===== src/hw/tnr_pkg.sv =====
// Purpose: Shared constants and types for the TDM network receiver
// Assumes: 32-bit AXI4-Lite register bus, byte addresses
// Notes: Offsets are word aligned; one register per word
package tnr_pkg;
   // Register byte offsets
   localparam logic [7:0] OFF_CONTROL_TWO = 8'h00;
   localparam logic [7:0] OFF_CONTROL_STATUS = 8'h04;
   localparam logic [7:0] OFF_RX_DATA = 8'h08;
   localparam logic [7:0] OFF_IRQ_STATUS = 8'h0c;
   localparam logic [7:0] OFF_IRQ_MASK = 8'h10;
   localparam logic [7:0] OFF_RX_SLOT_MASK = 8'h14;
   localparam logic [7:0] OFF_FRAME_CFG = 8'h18;
   // control_two bit positions
   localparam int B_PORT_ENABLE = 0;
   localparam int B_RX_ON = 1;
   localparam int B_LOCKSTEP = 2;
   localparam int B_RX_IRQ_EN = 3;
   localparam int B_SYNC_INVERT = 4;
   localparam int B_SYNC_LENGTH = 5;
   localparam int B_SYNC_EARLY = 6;
   localparam int CTRL_BITS = 7;
   // control_status bit positions
   localparam int B_WORD_AVAIL = 0;
   localparam int B_FRAME_START = 1;
   localparam int B_ARMED = 2;
   localparam int B_SLOT_LSB = 8;
   // Sticky event bits of irq_status / irq_mask
   localparam int E_OVERRUN = 0;
   localparam int E_FRAME = 1;
   localparam int E_TX_WORD = 2;
   localparam int EVT_BITS = 3;
   // Frame structure
   localparam int WORD_BITS = 8;
   localparam int MAX_SLOTS = 8;
   localparam int SLOT_W = 3;
   localparam int BIT_W = 3;
   localparam logic [SLOT_W-1:0] SLOTS_M1_RST = 3'h4;
   localparam logic [MAX_SLOTS-1:0] SLOT_MASK_RST = 8'hff;
   localparam logic [CTRL_BITS-1:0] CTRL_RST = 7'h00;
   localparam logic [1:0] RESP_OKAY = 2'h0;
   localparam logic [1:0] RESP_SLVERR = 2'h2;
   // Serial pins as sampled, transmit and receive sides
   typedef struct packed {
      logic tx_fs;
      logic tx_clk;
      logic rx_fs;
      logic rx_clk;
      logic rx_data;
   } tnr_pins_t;
   localparam int PIN_W = 5;
endpackage


===== src/hw/tnr_receiver.sv =====
// Purpose: TDM network-mode serial receiver with AXI4-Lite registers
// Assumes: Bit clock well below aclk/4; pins asynchronous to aclk
// Notes: Transmit side only framed here, to time its word request
// How it works
// - Receiver runs only with port_enable and rx_on
// - After rx_on, wait for a frame boundary
// - Every bit of every slot is captured
// - Sample data on falling bit clock edges
// - Word boundary copies shift register to data
// - Standard timing: frame starts at sync rise
// - Word available flag set each word
// - Receive interrupt when enabled and word available
// - Reading data clears flag and interrupt
// - Unread slot flags overrun at slot end
// - Asynchronous mode uses separate receive clock, sync
// - Lockstep mode uses the transmit clock, sync
// - lockstep_select chooses synchronous or asynchronous mode
// - Receive and transmit interrupt sources are separate
// - Receive event half bit before transmit word
// - Masked slot: no transfer, flags, interrupts
//
// The register offsets and the AXI4-Lite slave port were left to the implementer.
`timescale 1ns/10ps
module tnr_receiver import tnr_pkg::*; (
   input wire logic aclk,
   input wire logic aresetn,
   input wire logic [7:0] s_axi_awaddr,
   input wire logic s_axi_awvalid,
   output logic s_axi_awready,
   input wire logic [31:0] s_axi_wdata,
   input wire logic [3:0] s_axi_wstrb,
   input wire logic s_axi_wvalid,
   output logic s_axi_wready,
   output logic [1:0] s_axi_bresp,
   output logic s_axi_bvalid,
   input wire logic s_axi_bready,
   input wire logic [7:0] s_axi_araddr,
   input wire logic s_axi_arvalid,
   output logic s_axi_arready,
   output logic [31:0] s_axi_rdata,
   output logic [1:0] s_axi_rresp,
   output logic s_axi_rvalid,
   input wire logic s_axi_rready,
   input wire logic rx_bit_clock,
   input wire logic rx_frame_sync,
   input wire logic rx_data_pin,
   input wire logic tx_bit_clock,
   input wire logic tx_frame_sync,
   output logic irq
);
   // Software state
   logic [CTRL_BITS-1:0] control_two;
   logic [EVT_BITS-1:0] irq_status;
   logic [EVT_BITS-1:0] irq_mask;
   logic [MAX_SLOTS-1:0] rx_slot_mask;
   logic [SLOT_W-1:0] slots_m1;
   logic [31:0] rx_data_reg;
   logic rx_word_avail;
   // Serial state
   logic [WORD_BITS-1:0] rx_shift_reg;
   logic [BIT_W-1:0] bit_cnt;
   logic [SLOT_W-1:0] slot;
   logic armed;
   logic fs_prev;
   logic early_pend;
   logic tx_fs_prev;
   logic [BIT_W-1:0] tx_bit_cnt;
   // Bus state
   logic aw_held;
   logic w_held;
   logic [7:0] aw_addr;
   logic [31:0] w_data;
   logic [3:0] w_strb;

   // Pins resynchronised, then edges found on the second stage
   tnr_pins_t pins_raw;
   tnr_pins_t pins_s;
   tnr_pins_t pins_rise;
   tnr_pins_t pins_fall;
   assign pins_raw = '{tx_fs: tx_frame_sync, tx_clk: tx_bit_clock, rx_fs: rx_frame_sync,
                       rx_clk: rx_bit_clock, rx_data: rx_data_pin};
   tnr_sync #(.W(PIN_W)) u_sync (
      .aclk(aclk),
      .aresetn(aresetn),
      .async_in(pins_raw),
      .sync_out(pins_s)
   );
   tnr_edge #(.W(PIN_W)) u_edge (
      .aclk(aclk),
      .aresetn(aresetn),
      .level(pins_s),
      .rise(pins_rise),
      .fall(pins_fall)
   );

   // Control fields
   wire port_enable = control_two[B_PORT_ENABLE];
   wire rx_on = control_two[B_RX_ON];
   wire lockstep_select = control_two[B_LOCKSTEP];
   wire rx_irq_enable = control_two[B_RX_IRQ_EN];
   wire rx_sync_invert = control_two[B_SYNC_INVERT];
   wire rx_sync_early = control_two[B_SYNC_EARLY];
   wire rx_enabled = port_enable & rx_on;

   // Clock and sync source; lockstep borrows the transmit pair
   wire sel_fall = lockstep_select ? pins_fall.tx_clk : pins_fall.rx_clk;
   wire sel_fs = lockstep_select ? pins_s.tx_fs : pins_s.rx_fs;

   // Frame boundary; sync length needs no logic since only the rise counts
   wire fs_now = sel_fs ^ rx_sync_invert;
   wire fs_rise = fs_now & ~fs_prev;
   wire start_bit = rx_sync_early ? early_pend : fs_rise;
   wire last_bit = (bit_cnt == BIT_W'(WORD_BITS - 1));
   wire word_evt = sel_fall & armed & last_bit & ~start_bit;
   wire slot_on = rx_slot_mask[slot];
   wire take = word_evt & slot_on;
   wire [WORD_BITS-1:0] next_shift = {rx_shift_reg[WORD_BITS-2:0], pins_s.rx_data};
   wire [SLOT_W-1:0] next_slot = (slot == slots_m1) ? '0 : slot + 1'b1;
   wire frame_start_flag = armed & (slot == '0);

   // Falling bit clock: shift every bit, track frame position
   always_ff @(posedge aclk) begin
      if (!aresetn) begin
         rx_shift_reg <= '0;
         fs_prev <= 1'b0;
         early_pend <= 1'b0;
      end else if (sel_fall) begin
         rx_shift_reg <= next_shift;
         fs_prev <= fs_now;
         early_pend <= fs_rise;
      end
   end

   // Arming waits for a fresh boundary after enable
   always_ff @(posedge aclk) begin
      if (!aresetn) begin
         armed <= 1'b0;
      end else if (!rx_enabled) begin
         armed <= 1'b0;
      end else if (sel_fall && start_bit) begin
         armed <= 1'b1;
      end
   end

   // Bit and slot counters; first bit of a frame already captured
   always_ff @(posedge aclk) begin
      if (!aresetn) begin
         bit_cnt <= '0;
         slot <= '0;
      end else if (sel_fall && start_bit) begin
         bit_cnt <= BIT_W'(1);
         slot <= '0;
      end else if (sel_fall && armed) begin
         bit_cnt <= last_bit ? '0 : bit_cnt + 1'b1;
         slot <= last_bit ? next_slot : slot;
      end
   end

   // Transmit framing, only to time the transmit word request
   wire tx_fs_rise = pins_s.tx_fs & ~tx_fs_prev;
   wire tx_word_evt = pins_rise.tx_clk & port_enable & (tx_fs_rise | tx_bit_cnt == '0);
   always_ff @(posedge aclk) begin
      if (!aresetn) begin
         tx_fs_prev <= 1'b0;
         tx_bit_cnt <= '0;
      end else if (pins_rise.tx_clk) begin
         tx_fs_prev <= pins_s.tx_fs;
         tx_bit_cnt <= tx_fs_rise ? BIT_W'(1) : tx_bit_cnt + 1'b1;
      end
   end

   // Bus decode
   wire aw_take = s_axi_awvalid & s_axi_awready;
   wire w_take = s_axi_wvalid & s_axi_wready;
   wire wr_go = aw_held & w_held & ~s_axi_bvalid;
   wire ar_take = s_axi_arvalid & s_axi_arready;
   wire rd_hit = ar_take & (s_axi_araddr == OFF_RX_DATA);
   wire [31:0] strb_mask = {{8{w_strb[3]}}, {8{w_strb[2]}}, {8{w_strb[1]}}, {8{w_strb[0]}}};
   wire [31:0] wr_merge_ctrl = ({25'h0, control_two} & ~strb_mask) | (w_data & strb_mask);
   wire [31:0] wr_ones = w_data & strb_mask;
   wire wr_ctrl = wr_go & (aw_addr == OFF_CONTROL_TWO);
   wire wr_w1c = wr_go & (aw_addr == OFF_IRQ_STATUS);
   wire wr_mask = wr_go & (aw_addr == OFF_IRQ_MASK);
   wire wr_slot = wr_go & (aw_addr == OFF_RX_SLOT_MASK);
   wire wr_cfg = wr_go & (aw_addr == OFF_FRAME_CFG);
   wire wr_known = wr_ctrl | wr_w1c | wr_mask | wr_slot | wr_cfg;
   assign s_axi_awready = ~aw_held;
   assign s_axi_wready = ~w_held;
   assign s_axi_arready = ~s_axi_rvalid;

   // Write address and data latch independently, in either order
   always_ff @(posedge aclk) begin
      if (!aresetn) begin
         aw_held <= 1'b0;
         w_held <= 1'b0;
         aw_addr <= 8'h00;
         w_data <= 32'h0;
         w_strb <= 4'h0;
      end else begin
         if (aw_take) begin
            aw_held <= 1'b1;
            aw_addr <= s_axi_awaddr;
         end else if (wr_go) begin
            aw_held <= 1'b0;
         end
         if (w_take) begin
            w_held <= 1'b1;
            w_data <= s_axi_wdata;
            w_strb <= s_axi_wstrb;
         end else if (wr_go) begin
            w_held <= 1'b0;
         end
      end
   end

   // Write response raised on the same clock edge as the register update
   always_ff @(posedge aclk) begin
      if (!aresetn) begin
         s_axi_bvalid <= 1'b0;
         s_axi_bresp <= RESP_OKAY;
      end else if (wr_go) begin
         s_axi_bvalid <= 1'b1;
         s_axi_bresp <= wr_known ? RESP_OKAY : RESP_SLVERR;
      end else if (s_axi_bready) begin
         s_axi_bvalid <= 1'b0;
      end
   end

   // Writable registers, byte lanes honoured
   always_ff @(posedge aclk) begin
      if (!aresetn) begin
         control_two <= CTRL_RST;
         irq_mask <= '0;
         rx_slot_mask <= SLOT_MASK_RST;
         slots_m1 <= SLOTS_M1_RST;
      end else begin
         if (wr_ctrl) control_two <= wr_merge_ctrl[CTRL_BITS-1:0];
         if (wr_mask && w_strb[0]) irq_mask <= w_data[EVT_BITS-1:0];
         if (wr_slot && w_strb[0]) rx_slot_mask <= w_data[MAX_SLOTS-1:0];
         if (wr_cfg && w_strb[0]) slots_m1 <= w_data[SLOT_W-1:0];
      end
   end

   // Word transfer and word-available flag; a new word beats a read
   always_ff @(posedge aclk) begin
      if (!aresetn) begin
         rx_data_reg <= 32'h0;
         rx_word_avail <= 1'b0;
      end else if (take) begin
         rx_data_reg <= {{(32 - WORD_BITS){1'b0}}, next_shift};
         rx_word_avail <= 1'b1;
      end else if (rd_hit) begin
         rx_word_avail <= 1'b0;
      end
   end

   // Sticky events; a set in the clearing cycle survives
   wire [EVT_BITS-1:0] evt_set;
   assign evt_set[E_OVERRUN] = take & rx_word_avail & ~rd_hit;
   assign evt_set[E_FRAME] = sel_fall & start_bit & rx_enabled;
   assign evt_set[E_TX_WORD] = tx_word_evt;
   wire [EVT_BITS-1:0] evt_clr = wr_w1c && w_strb[0] ? wr_ones[EVT_BITS-1:0] : '0;
   always_ff @(posedge aclk) begin
      if (!aresetn) begin
         irq_status <= '0;
      end else begin
         irq_status <= (irq_status & ~evt_clr) | evt_set;
      end
   end

   // Receive source and event sources stay separate up to the pin
   wire rx_irq_src = rx_irq_enable & rx_word_avail;
   assign irq = rx_irq_src | (|(irq_status & irq_mask));

   // Read mux
   wire [31:0] stat_word = {20'h0, 1'b0, slot, 5'h0, armed, frame_start_flag, rx_word_avail};
   wire rd_known = s_axi_araddr inside {OFF_CONTROL_TWO, OFF_CONTROL_STATUS, OFF_RX_DATA,
                   OFF_IRQ_STATUS, OFF_IRQ_MASK, OFF_RX_SLOT_MASK, OFF_FRAME_CFG};
   wire [31:0] rd_mux =
      (s_axi_araddr == OFF_CONTROL_TWO) ? {25'h0, control_two} :
      (s_axi_araddr == OFF_CONTROL_STATUS) ? stat_word :
      (s_axi_araddr == OFF_RX_DATA) ? rx_data_reg :
      (s_axi_araddr == OFF_IRQ_STATUS) ? {29'h0, irq_status} :
      (s_axi_araddr == OFF_IRQ_MASK) ? {29'h0, irq_mask} :
      (s_axi_araddr == OFF_RX_SLOT_MASK) ? {24'h0, rx_slot_mask} :
      (s_axi_araddr == OFF_FRAME_CFG) ? {29'h0, slots_m1} : 32'h0;

   // Read data registered; one read in flight
   always_ff @(posedge aclk) begin
      if (!aresetn) begin
         s_axi_rvalid <= 1'b0;
         s_axi_rdata <= 32'h0;
         s_axi_rresp <= RESP_OKAY;
      end else if (ar_take) begin
         s_axi_rvalid <= 1'b1;
         s_axi_rdata <= rd_mux;
         s_axi_rresp <= rd_known ? RESP_OKAY : RESP_SLVERR;
      end else if (s_axi_rready) begin
         s_axi_rvalid <= 1'b0;
      end
   end
endmodule // tnr_receiver


===== src/hw/tnr_sync.sv =====
// Purpose: Two flip-flop synchroniser for asynchronous pins
// Assumes: Each bit is independent; no bus coherence needed
// Notes: First stage feeds only the second stage
`timescale 1ns/10ps
module tnr_sync import tnr_pkg::*; #(
   parameter int W = PIN_W
) (
   input wire logic aclk,
   input wire logic aresetn,
   input wire logic [W-1:0] async_in,
   output logic [W-1:0] sync_out
);
   genvar i;
   // One pair of flops per pin
   generate
      for (i = 0; i < W; i++) begin : g_bit
         logic meta;
         always_ff @(posedge aclk) begin
            if (!aresetn) begin
               meta <= 1'b0;
               sync_out[i] <= 1'b0;
            end else begin
               meta <= async_in[i];
               sync_out[i] <= meta;
            end
         end
      end
   endgenerate
endmodule // tnr_sync


===== src/hw/tnr_edge.sv =====
// Purpose: Rising and falling edge finder on synchronised levels
// Assumes: Inputs already resynchronised to aclk
// Notes: Outputs are one-cycle pulses
`timescale 1ns/10ps
module tnr_edge import tnr_pkg::*; #(
   parameter int W = PIN_W
) (
   input wire logic aclk,
   input wire logic aresetn,
   input wire logic [W-1:0] level,
   output logic [W-1:0] rise,
   output logic [W-1:0] fall
);
   logic [W-1:0] prev;
   // Last level, to compare against
   always_ff @(posedge aclk) begin
      if (!aresetn) begin
         prev <= '0;
      end else begin
         prev <= level;
      end
   end
   assign rise = level & ~prev;
   assign fall = ~level & prev;
endmodule // tnr_edge


===== config.mk =====
export PLATFORM = sky130hd
export DESIGN_NAME = tnr_receiver
export DESIGN_NICKNAME = d
export VERILOG_FILES = /design/src/hw/tnr_pkg.sv /design/src/hw/tnr_receiver.sv /design/src/hw/tnr_sync.sv /design/src/hw/tnr_edge.sv
export SDC_FILE = /design/constraint.sdc
export NUM_CORES = 1
export LEC_CHECK = 0
export ABC_AREA = 1
export BUFFER_PORTS_ARGS = -buffer_cell sky130_fd_sc_hd__clkbuf_2
export CORE_AREA = 2 2 89 91
export CTS_BUF_LIST = sky130_fd_sc_hd__clkbuf_4 sky130_fd_sc_hd__clkbuf_8
export DETAILED_ROUTE_END_ITERATION = 6
export DIE_AREA = 0 0 91 93
export PLACE_DENSITY = 0.87
export SYNTH_ARGS = -nofsm -noshare
export SYNTH_HDL_FRONTEND = slang
export SYNTH_SLANG_ARGS = --single-unit

===== constraint.sdc =====
create_clock -name aclk -period 2.4 [get_ports aclk]
set_input_delay 0.24 -clock aclk [delete_from_list [all_inputs] [get_ports aclk]]
set_output_delay 0.24 -clock aclk [all_outputs]
set_load 0.01 [all_outputs]

==> Yosys cells after proc, flatten, opt, wreduce, memory -nomap -nowiden <==
Cells that the tools add are included.
{ "word_totals": {"latchBits": 0, "mem_count": 0, "wordCells": 157, "inputBits": 64, "reg_bits": 124, "ram_bits": 0, "romBits": 0} }
{ "classes": {"mul": 0, "div_mod_pow": 0, "shifts": 0, "n_reduce_logical": 21, "muxes": 29, "n_eq_ne": 12, "addsub": 3, "n_bitwise": 54, "order_cmp": 1} }
{ "ops": {"columns": ["op", "count"], "rows": [
  ["8-bit by 5-bit == test with 1-bit output (second input constant)", 6],
  ["8-bit two-way mux", 4],
  ["1-bit bitwise AND", 26],
  ["8-bit by 4-bit == test with 1-bit output (second input constant)", 3],
  ["11-bit two-way mux", 2],
  ["8-bit zero test", 2],
  ["1-bit two-way mux", 15],
  ["3-bit two-way mux", 5],
  ["7-bit bitwise AND", 2],
  ["2-bit nonzero test", 6],
  ["3-bit by 1-bit adder with 3-bit output (second input constant)", 3],
  ["1-bit NOT", 9],
  ["4-bit bitwise AND", 2],
  ["8-bit by 3-bit == test with 1-bit output (second input constant)", 1],
  ["4-bit NOT", 2],
  ["7-bit NOT", 1],
  ["7-bit bitwise OR", 1],
  ["7-bit nonzero test", 1],
  ["3-bit bitwise AND", 2],
  ["1-bit logical AND", 6],
  ["3-bit zero test", 2],
  ["1-bit bitwise OR", 6],
  ["3-bit by 4-bit less-than comparator with 1-bit output (second input constant)", 1],
  ["2-bit two-way mux", 2],
  ["9 further kinds", 10]
]} }

==> Logic depth before layout (Yosys ltp) <==
Gate-level depths: netlist (run 1).
{ "logic_depth": {"ltp_word": 10, "depth_mapped": 10, "mapped_depth_nobuf": 9} }

==> By module <==
From an unflattened synthesis (run 1), not the netlist that was laid out.
{ "unflattened": {"cells_unflattened": 617, "area_unflattened_um2": 4606.9} }
{ "modules_own_cells": {"columns": ["module", "area_each_um2", "n_inst", "cells_each", "seq_area_each_um2"], "rows": [
  ["tnr_receiver", 4107.7, 1, 551, 1741.7],
  ["tnr_sync", 286.5, 1, 31, 200.2],
  ["tnr_edge", 212.7, 1, 35, 100.1]
]} }

==> Least setup slack after synthesis (run 1) <==
No wires, ideal clock.
{ "synth_path": {"path_type": "register -> register", "from": "register bit_cnt[0]", "to": "register irq_status[0]", "setup_ns": 0.066, "t_arrival_ns": 1.318, "stages_incl_launch_ff": 9, "path_buffers": 0, "path_slack_ns": 1.016, "synth_period_minus_slack_ns": 1.384, "cell_sequence": "dfxtp_1 -> ha_1 -> ha_1 -> inv_1 -> nor2_8 -> nand3_4 -> nor2_8 -> nand2_2 -> a21oi_2"} }
{ "synth_between": {"elab_chain_len": 7} }
{ "synth_rtl": {"columns": ["element", "line", "rtl"], "rows": [
  ["start, declared", "tnr_receiver.sv:61", "logic [BIT_W-1:0] bit_cnt;"],
  ["start signal, assigned", "tnr_receiver.sv:154", "bit_cnt <= last_bit ? '0 : bit_cnt + 1'b1;"],
  ["3-bit == test", "tnr_receiver.sv:113", "wire last_bit = (bit_cnt == BIT_W'(WORD_BITS - 1));"],
  ["1-bit bitwise AND (2 in series)", "tnr_receiver.sv:114", "wire word_evt = sel_fall & armed & last_bit & ~start_bit;"],
  ["1-bit bitwise AND", "tnr_receiver.sv:116", "wire take = word_evt & slot_on;"],
  ["1-bit bitwise AND (2 in series)", "tnr_receiver.sv:259", "assign evt_set[E_OVERRUN] = take & rx_word_avail & ~rd_hit;"],
  ["3-bit bitwise OR", "tnr_receiver.sv:267", "irq_status <= (irq_status & ~evt_clr) | evt_set;"],
  ["end signal, assigned", "tnr_receiver.sv:267", null],
  ["end, declared", "tnr_receiver.sv:53", "logic [EVT_BITS-1:0] irq_status;"]
]} }
Every way passes these cells.
A chain may end at the register's enable or synchronous reset.

==> impl_results.md, run 1 <==
- Synthesized area per cell: 7.40 µm²
- Max Cap Viol: 0
- Number of library cell types mapped by synthesis: 40
- PwrDens: 622 nW/µm²
- Most flop-heavy register: s_axi_rdata
- Max FFs per register: 11
- Fin. max-slew vios: 0
- Initial antenna violation count: 0
- Clock sink total: 99
- CP Capture Type: flop
- Core ar.: 7530 µm²
- Actual slew at the worst max-slew pin: 0.553 ns
- Wire length per cell: 12.4 µm
- FMAX: 594 MHz
- Final WS setup: 0.716 ns
- Post-synthesis instance total: 598
- CP Class: flop to flop
- Hold Vio Cnt, Final: 0
- Final hold slack: 0.0324 ns
- Delay-heaviest family, CP: simple AND/OR/NAND/NOR gates
- Diode count: 0
- Commonest non-fill, non-tap cell in the layout: nand2_1
- Global-route wire length before repair: 16.2 mm
- Buffers on Ports: 55
- Nets@finish: 718
- Resize count post-CTS: 0
- Final setup vio count: 0
- Antenna viol nets, final: 0
- Area delta synth->final: 10.3%
- RePlAce Congestion: 0.934
- Proportion of layout cells with a drive suffix above 1: 0.145
- Vias in the first global route: 3604
- Placed wire-length estimate: 7.02 mm
- Total global-route track usage: 0.234
- Rows: 32
- WP buf/inv: 0
- Root Driver: clkbuf_8
- Vias: 3911
- Critical Path RT: 2.71 ns
- Clk_skew: 0.0137 ns
- Most frequent cells in the layout: nand2_1 (102), dfxtp_1 (99), inv_1 (72)
- Slew Limit Headroom: 0.631
- Synthesized area: 4430 µm²
- RSZ-0062 raised after global routing: false
- Die ar.: 8460 µm²
- Register area share after synthesis: 0.448
- Synth warnings: 0
- Type of the worst min-delay path: input port to flop
- WL final: 9.40 mm
- Initial Util: 0.588
- CTS buffer count: 9
- GRT overflow: 0
- Place WS: 0.745 ns
- IO Pins: 106
- H-tree depth: 3
- P_leak: 2.30 nW
- Clk Latency, worst-skew pair: 0.38 ns
- CP max FO: 13
- Die height: 93 µm
- TNS Setup: 0 ns
- Largest net degree at the start of global routing: 33
- Type of origin of the critical path: flop
- Flops & latches, synth: 99
- Total setup buffers inserted after CTS: 0
- Number of iterations in the first detailed-routing pass: 5
- Worst stage delay on the critical path: 0.40 ns
- Initial DRC count: 157
- Reg clk slew, reported paths: 0.11 ns
- CTS tree: done
- Finished Core Util: 0.649
- Worst Path Arrival: 1.99 ns
- Final period utilization: 0.701
- Peak supply drop: 535 µV
- Hold Buf Count CTS: 0
- Die Span X: 91 µm
- Period minus WS final: 1.68 ns
- Slowest-stage cell, CP: dfxtp_1
- Status: finished clean
- DRC violations left: 0
- Critical-path cell list: nand3_1 > nand2_2 > nand2_4 > nor2_8 > nand3_4 > nor2_8 > nand2_2 > a21oi_2
- Number of vias per cell: 5.18
- Max Buffers Root-to-Sink: 2
-- final cells by class --
cell class / count / area [µm²]
fill: 698 / 2640
sequential: 99 / 1980
multi-input combinational: 402 / 1980
timing repair buffer: 59 / 305
inverter: 77 / 289
tap: 102 / 128
clock buffer: 9 / 124
clock inverter: 7 / 75.1
-- synth_stat cells --
| cell type | count | area share |
|---|---|---|
| nor2_2 | 2 | 0.0028 |
| xor2_1 | 1 | 0.0020 |
| nand3_1 | 31 | 0.035 |
| inv_1 | 72 | 0.061 |
| nor2_1 | 59 | 0.050 |
| a21oi_1 | 57 | 0.064 |
| buf_4 | 24 | 0.041 |
| nand4_1 | 4 | 0.0057 |
| o21ai_1 | 13 | 0.015 |
| buf_6 | 1 | 0.0025 |
| nand2_1 | 102 | 0.086 |
| nor3_2 | 1 | 0.0023 |
| o221ai_1 | 1 | 0.0020 |
| a31oi_1 | 4 | 0.0057 |
| nand4_2 | 1 | 0.0028 |
| nand3_2 | 1 | 0.0023 |
| a211oi_1 | 2 | 0.0034 |
| o21ai_0 | 49 | 0.055 |
| clkinv_1 | 1 | 0.00085 |
| o22ai_1 | 1 | 0.0014 |
| ha_1 | 6 | 0.017 |
| buf_2 | 2 | 0.0023 |
| buf_1 | 1 | 0.00085 |
| nand2_4 | 1 | 0.0025 |
| nand2_2 | 5 | 0.0071 |
| conb_1 | 1 | 0.00085 |
| and3_1 | 2 | 0.0028 |
| nand3_4 | 1 | 0.0040 |
| nor3b_1 | 1 | 0.0017 |
| and2_1 | 1 | 0.0014 |
| o211ai_1 | 10 | 0.017 |
| inv_2 | 4 | 0.0034 |
| o21a_1 | 1 | 0.0017 |
| clkbuf_1 | 14 | 0.012 |
| nor2_8 | 2 | 0.0090 |
| o2111ai_1 | 2 | 0.0040 |
| a21oi_2 | 1 | 0.0020 |
| o21ai_4 | 1 | 0.0037 |
| dfxtp_1 | 99 | 0.45 |
| nor3_1 | 16 | 0.018 |
-- final timing paths --
path	startpoint	to	slack, ns	depth (start not counted)
max reg2reg	flop	irq_status[0]$_SDFF_PN0_	0.72	8
min reg2reg	u_sync.g_bit[4].meta$_SDFF_PN0_	u_sync.sync_out[4]$_SDFF_PN0_	0.42	2
min	tx_frame_sync	u_sync.g_bit[4].meta$_SDFF_PN0_	0.03	3
max	flop	irq_status[0]$_SDFF_PN0_	0.72	8
-- cell families after synthesis --
group           after synthesis  share of synthesized area
other cells                   1                   0.000847
simple gates                230                      0.234
compound gates              142                      0.175
buf+inv                     119                      0.123
flops                        99                      0.448
xor+xnor                      1                    0.00198
fa+ha+maj                     6                     0.0170
-- routing by layer --
| metal | vias up | wire (µm) | global-route usage |
|---|---|---|---|
| met1 | 1745 | 4230 | 0.295 |
| li1 | 2003 | - | - |
| met2 | 142 | 4440 | 0.402 |
| met3 | 21 | 540 | 0.0459 |
| met5 | - | 0 | 0 |
| met4 | 0 | 191 | 0.0821 |
-- metrics by stage --
step | instance area [µm²] | cells | total power, mW
6_report | 4880 | 755 | 3.04
3_3_place_gp | 4690 | 739 | 2.00
3_5_place_dp | 4690 | 739 | 2.01
5_1_grt | 4880 | 755 | 3.17
2_1_floorplan | 4510 | 620 | 1.95
4_1_cts | 4880 | 755 | 3.05
-- power by group --
group / internal, mW / switching (mW) / leakage, nW
Sequential: 1.69 / 0.0271 / 0.807
Combinational: 0.0802 / 0.174 / 1.39
Clock: 0.415 / 0.649 / 0.0990
-- worst min-delay path, cell delays in order --
cell	delay, ns
clkbuf_2	0.07
nand2_1	0.04
inv_1	0.04
No activity file was read; power rests on OpenSTA's default activity.
==> inputs of run 2 (changes only) <==
Settings changed: CORE_AREA 2 2 89 91 to 2 2 93 95, DIE_AREA 0 0 91 93 to 0 0 95 97, PLACE_DENSITY 0.87 to 0.8.
Clock period 2.4 ns to 1.7 ns, I/O delays scaled along.
==> run 2 against run 1 <==
Compared with the run above:
- power increased by 44%
- worst setup slack worse by 0.62 ns
- cell count is 2.1% higher
- clock skew down 0.0043 ns
- wire length grew 8.2%
- critical path depth stayed put
- flip-flop and latch count unchanged
- count of clock-buffer cells in the layout grew 1
- sequential power is 41% higher
- critical path type unchanged
==> impl_results.md, run 2 (synthesis results as in run 1) <==
- Fin. max-slew vios: 0 (unchanged)
- DRC violations left: 0 (unchanged)
- Total global-route track usage: 0.228 (was 0.234)
- FMAX: 622 MHz (was 594 MHz)
- CP Class: flop to flop (unchanged)
- Clk Latency, worst-skew pair: 0.36 ns (was 0.38 ns)
- Vias: 3994 (was 3911)
- Number of vias per cell: 5.18 (about the same)
- Inst Count DP: 747 (was 739)
- Type of origin of the critical path: flop (unchanged)
- RePlAce Congestion: 0.921 (was 0.934)
- Largest net degree at the start of global routing: 36 (was 33)
- Core ar.: 8130 µm² (was 7530 µm²)
- Layout Cells excl Fill: 771 (was 755)
- Vias in the first global route: 3695 (was 3604)
- Root Driver: clkbuf_8 (unchanged)
- Max Buffers Root-to-Sink: 2 (unchanged)
- Wire length per cell: 13.2 µm (was 12.4 µm)
- Die ar.: 9220 µm² (was 8460 µm²)
- Final setup vio count: 0 (unchanged)
- Max Cap Viol: 0 (unchanged)
- Critical Path RT: 2.01 ns (was 2.71 ns)
- Diode count: 0 (unchanged)
- Buffers on Ports: 55 (unchanged)
- CP max FO: 10 (was 13)
- Critical-path cell list: ha_1 > ha_1 > inv_1 > nor2_8 > nand3_4 > nor2_4 > o21ai_1 > nor2_1 (was nand3_1 > nand2_2 > nand2_4 > nor2_8 > nand3_4 > nor2_8 > nand2_2 > a21oi_2)
- CTS buffer count: 9 (unchanged)
- Area delta synth->final: 13.3% (was 10.3%)
- Worst Path Arrival: 1.91 ns (was 1.99 ns)
- Slowest-stage cell, CP: dfxtp_1 (unchanged)
- Peak supply drop: 519 µV (was 535 µV)
- Clock sink total: 99 (unchanged)
- Placed wire-length estimate: 7.45 mm (was 7.02 mm)
- IO Pins: 106 (unchanged)
- Die height: 97 µm (was 93 µm)
- Commonest non-fill, non-tap cell in the layout: nand2_1 (unchanged)
- Most frequent cells in the layout: nand2_1 (102), dfxtp_1 (99), inv_1 (72) (unchanged)
- Initial antenna violation count: 0 (unchanged)
- PwrDens: 872 nW/µm² (was 622 nW/µm²)
- Number of iterations in the first detailed-routing pass: 4 (was 5)
- Die Span X: 95 µm (was 91 µm)
- Type of the worst min-delay path: input port to flop (unchanged)
- Most frequent CP cell: ha_1
- Reg clk slew, reported paths: 0.10 ns (was 0.11 ns)
- H-tree depth: 3 (unchanged)
- Rows: 33 (was 32)
- GRT overflow: 0 (unchanged)
- P_leak: 2.37 nW (was 2.30 nW)
- Period minus WS final: 1.61 ns (was 1.68 ns)
- Global-route wire length before repair: 16.7 mm (was 16.2 mm)
- Final period utilization: 0.946 (was 0.701)
- Worst stage delay on the critical path: 0.38 ns (was 0.40 ns)
- Status: finished clean (unchanged)
- R2R setup slack: 0.09 ns (was 0.72 ns)
- Antenna viol nets, final: 0 (unchanged)
- Fillers: 731 (was 698)
- Initial DRC count: 170 (was 157)
- Clk_skew: 0.00937 ns (was 0.0137 ns)
- Most flop-heavy register: s_axi_rdata (unchanged)
- Hold Vio Cnt, Final: 0 (unchanged)
- Proportion of layout cells with a drive suffix above 1: 0.155 (was 0.145)
- Max FFs per register: 11 (unchanged)
- WL final: 10.2 mm (was 9.40 mm)
- Finished Core Util: 0.617 (was 0.649)
- Initial Util: 0.544 (was 0.588)
- Nets@finish: 731 (was 718)
- CP Capture Type: flop (unchanged)
- CTS tree: done (unchanged)
- Total power: 4.37 mW (was 3.04 mW)
[run 2: cell count changes in the layout (fill, tap and decap cells not counted), sizes merged]
cell,change
clkbuf,+1
buf,+7
nor2,+1
clkinvlp,+1
inv,-3
bufinv,+1
dlygate4sd3,+5
[run 2: metrics by stage]
| stage | TNS (ns) | setup slack [ns] | hold WS, ns | cell area, µm² |
|---|---|---|---|---|
| after floorplan | 0 | 0.316 | 0.268 | 4510 |
| after global placement | 0 | 0.187 | 0.352 | 4730 |
| after detailed placement | 0 | 0.108 | 0.361 | 4730 |
| after CTS | 0 | 0.0796 | 0.0344 | 4980 |
| after global routing | -0.00900 | -0.00900 | 0.0415 | 5020 |
| final | 0 | 0.0917 | 0.0439 | 5020 |
[run 2: metal layers]
metal	GRT usage	routed length [µm]	vias up	part of all wire
li1	-	-	2032	-
met1	0.298	4570	1791	0.45
met2	0.370	4760	155	0.47
met3	0.0312	621	16	0.061
met4	0.100	211	0	0.021
met5	0	0	-	0
[run 2: power by group]
group | switching (mW) | leakage [nW] | total [mW] | internal (mW)
clock network | 0.847 | 0.0984 | 1.56 | 0.715
registers | 0.0385 | 0.807 | 2.43 | 2.39
logic | 0.256 | 1.46 | 0.385 | 0.129
[run 2: worst max-delay path: cells and delay by family, from the launching register on]
kind | cells | cell delay [ns]
AO/OA/AOI/OAI | 1 | 0.08
buffers and inverters | 1 | 0.10
AND/OR/NAND/NOR | 4 | 0.64
flip-flops | 1 | 0.38
adder cells (fa/ha/maj) | 2 | 0.33
[run 2: what timing repair did]
action                                 4_1_cts  5_1_grt
hold buffers                                 5        0
resized for setup                            0        1
setup endpoints to repair                    0       17
buffers inserted                             0        2
endpoints found under the hold margin        5        0
[run 2: final cells by class]
class | count | area, µm² | area share
Clock buffer | 10 | 131 | 0.0262
Tap cell | 105 | 131 | 0.0262
Timing Repair Buffer | 71 | 408 | 0.0813
Multi-Input combinational cell | 403 | 2000 | 0.399
Clock inverter | 6 | 73.8 | 0.0147
Sequential cell | 99 | 1980 | 0.395
Inverter | 77 | 289 | 0.0576
[run 2: path summary, 6_finish.rpt]
path                                                      start                            end  depth (start not counted)
worst max-delay path                    bit_cnt[0]$_SDFFE_PN0P_    rx_data_reg[4]$_SDFFE_PN0P_                          8
worst max register to register          bit_cnt[0]$_SDFFE_PN0P_    rx_data_reg[4]$_SDFFE_PN0P_                          8
worst min-delay path                            s_axi_awaddr[7]        aw_addr[7]$_SDFFE_PN0P_                          3
worst min register to register  u_sync.g_bit[3].meta$_SDFF_PN0_  u_sync.sync_out[3]$_SDFF_PN0_                          2
==> inputs of run 3 (changes only) <==
Settings changed: CTS_BUF_LIST sky130_fd_sc_hd__clkbuf_4 sky130_fd_sc_hd__clkbuf_8 to sky130_fd_sc_hd__clkbuf_8.
==> run 3 against run 2 <==
Compared with the run above:
- count of clock-buffer cells in the layout shrank 1
- fmax is essentially flat
- largest power group unchanged
- via count grew 0.15%
- cell count is the same
- clock power is essentially flat
- non-clock buffer count is the same
- critical path type unchanged
- hold slack is essentially flat
- worst setup slack lost 0.0011 ns
==> impl_results.md, run 3 (synthesis results as in run 1) <==
- H-tree depth: 3 (unchanged)
- Rows: 33 (unchanged)
- Most flop-heavy register: s_axi_rdata (unchanged)
- Area after DPL: 4730 µm² (unchanged)
- Number of vias per cell: 5.19 (was 5.18)
- Peak supply drop: 519 µV (about the same)
- R2r startpoint: bit_cnt[0]$_SDFFE_PN0P_ (unchanged)
- Reg clk slew, reported paths: 0.10 ns (about the same)
- Die height: 97 µm (unchanged)
- Number of iterations in the first detailed-routing pass: 4 (unchanged)
- Most frequent cells in the layout: nand2_1 (102), dfxtp_1 (99), inv_1 (73) (was nand2_1 (102), dfxtp_1 (99), inv_1 (72))
- RePlAce Congestion: 0.921 (unchanged)
- Max FFs per register: 11 (unchanged)
- Hold path cells: 3 (unchanged)
- Hold Vio Cnt, Final: 0 (unchanged)
- Initial DRC count: 170 (unchanged)
- Hold EP: aw_addr[7]$_SDFFE_PN0P_ (unchanged)
- Vias in the first global route: 3695 (unchanged)
- Wire length per cell: 13.2 µm (about the same)
- Proportion of layout cells with a drive suffix above 1: 0.153 (was 0.155)
- Core ar.: 8130 µm² (unchanged)
- CP Capture Type: flop (unchanged)
- Diode count: 0 (unchanged)
- Worst Path Arrival: 1.91 ns (about the same)
- DRC violations left: 0 (unchanged)
- Total global-route track usage: 0.228 (unchanged)
- CTS buffer count: 9 (unchanged)
- Max Cap Viol: 0 (unchanged)
- Initial antenna violation count: 0 (unchanged)
- RR Endpoint: rx_data_reg[4]$_SDFFE_PN0P_ (unchanged)
- Commonest non-fill, non-tap cell in the layout: nand2_1 (unchanged)
- FMAX: 621 MHz (was 622 MHz)
- Buffers on Ports: 55 (unchanged)
- Nets@finish: 731 (unchanged)
- Final instance area: 5010 µm² (was 5020 µm²)
- P_leak: 2.37 nW (about the same)
- Fin. max-slew vios: 0 (unchanged)
- Final setup vio count: 0 (unchanged)
- Final period utilization: 0.947 (was 0.946)
- WL final: 10.2 mm (about the same)
- Area delta synth->final: 13.2% (was 13.3%)
- PwrDens: 868 nW/µm² (was 872 nW/µm²)
- Critical Path RT: 2.01 ns (about the same)
- Type of the worst min-delay path: input port to flop (unchanged)
- Clk_skew: 0.00956 ns (was 0.00937 ns)
- Global-route wire length before repair: 16.7 mm (unchanged)
- Type of origin of the critical path: flop (unchanged)
- Die Span X: 95 µm (unchanged)
- Final hold slack: 0.0440 ns (was 0.0439 ns)
- Min-delay src: s_axi_awaddr[7] (unchanged)
- Antenna viol nets, final: 0 (unchanged)
- Status: finished clean (unchanged)
- Die ar.: 9220 µm² (unchanged)
- IO Pins: 106 (unchanged)
- GRT overflow: 0 (unchanged)
- CP max FO: 10 (unchanged)
- Vias: 4000 (was 3994)
- Initial Util: 0.544 (unchanged)
- Largest net degree at the start of global routing: 36 (unchanged)
- Clock sink total: 99 (unchanged)
- R2R setup slack: 0.09 ns (about the same)
- CTS tree: done (unchanged)
- Period minus WS final: 1.61 ns (about the same)
- CP Class: flop to flop (unchanged)
- Reg2reg path depth: 8 (unchanged)
- Clk Latency, worst-skew pair: 0.36 ns (about the same)
- Max Buffers Root-to-Sink: 2 (unchanged)
- Placed wire-length estimate: 7.45 mm (unchanged)
- Root Driver: clkbuf_8 (unchanged)
run 3: stage by stage:
stage	utilization	setup WS, ns	std cells	TNS [ns]	total power [mW]
final	0.616	0.0906	771	0	4.35
after global routing	0.616	-0.00900	771	-0.00900	4.53
after CTS	0.612	0.0796	768	0	4.36
after detailed placement	0.581	0.108	747	0	2.85
after global placement	0.581	0.187	747	0	2.83
after floorplan	-	0.316	620	0	2.75
run 3: cell type report:
type	count	area, µm²
Clock buffer	9	124
Sequential cell	99	1980
Multi-Input combinational cell	403	2000
Clock inverter	7	77.6
Tap cell	105	131
Inverter	77	289
Timing Repair Buffer	71	408
Fill cell	734	3120
run 3: critical path, stage by stage (launching register included):
cell,delay [ns]
dfxtp_1,0.38
ha_1,0.17
ha_1,0.16
inv_1,0.10
nor2_8,0.16
nand3_4,0.19
nor2_4,0.20
o21ai_1,0.08
nor2_1,0.09
run 3: timing repair:
| action | 4_1_cts | 5_1_grt |
|---|---|---|
| setup endpoints to repair | 0 | 17 |
| setup buffers | 0 | 2 |
| gates resized for setup | 0 | 1 |
| hold buffers | 5 | 0 |
| endpoints found under the hold margin | 5 | 0 |
run 3: layer usage:
metal,up-vias,share of wire,track usage
li1,2031,-,-
met1,1800,0.45,0.298
met2,153,0.47,0.370
met3,16,0.059,0.0312
met4,0,0.021,0.100
met5,-,0,0
run 3: worst max path at each step:
stage | startpoint | to | cells after the start
detailed placement | bit_cnt[0]$_SDFFE_PN0P_ | rx_data_reg[5]$_SDFFE_PN0P_ | 8
global route | bit_cnt[0]$_SDFFE_PN0P_ | rx_data_reg[4]$_SDFFE_PN0P_ | 8
finish | bit_cnt[0]$_SDFFE_PN0P_ | rx_data_reg[4]$_SDFFE_PN0P_ | 8
global placement | bit_cnt[0]$_SDFFE_PN0P_ | irq_status[0]$_SDFF_PN0_ | 8
floorplan | bit_cnt[0]$_SDFFE_PN0P_ | irq_status[0]$_SDFF_PN0_ | 8
CTS | bit_cnt[0]$_SDFFE_PN0P_ | rx_data_reg[1]$_SDFFE_PN0P_ | 8
run 3: report_power, final:
part           leakage [nW]  switching, mW  internal, mW
clock network        0.0992          0.846         0.693
logic                  1.46          0.257         0.129
registers             0.807         0.0386          2.39
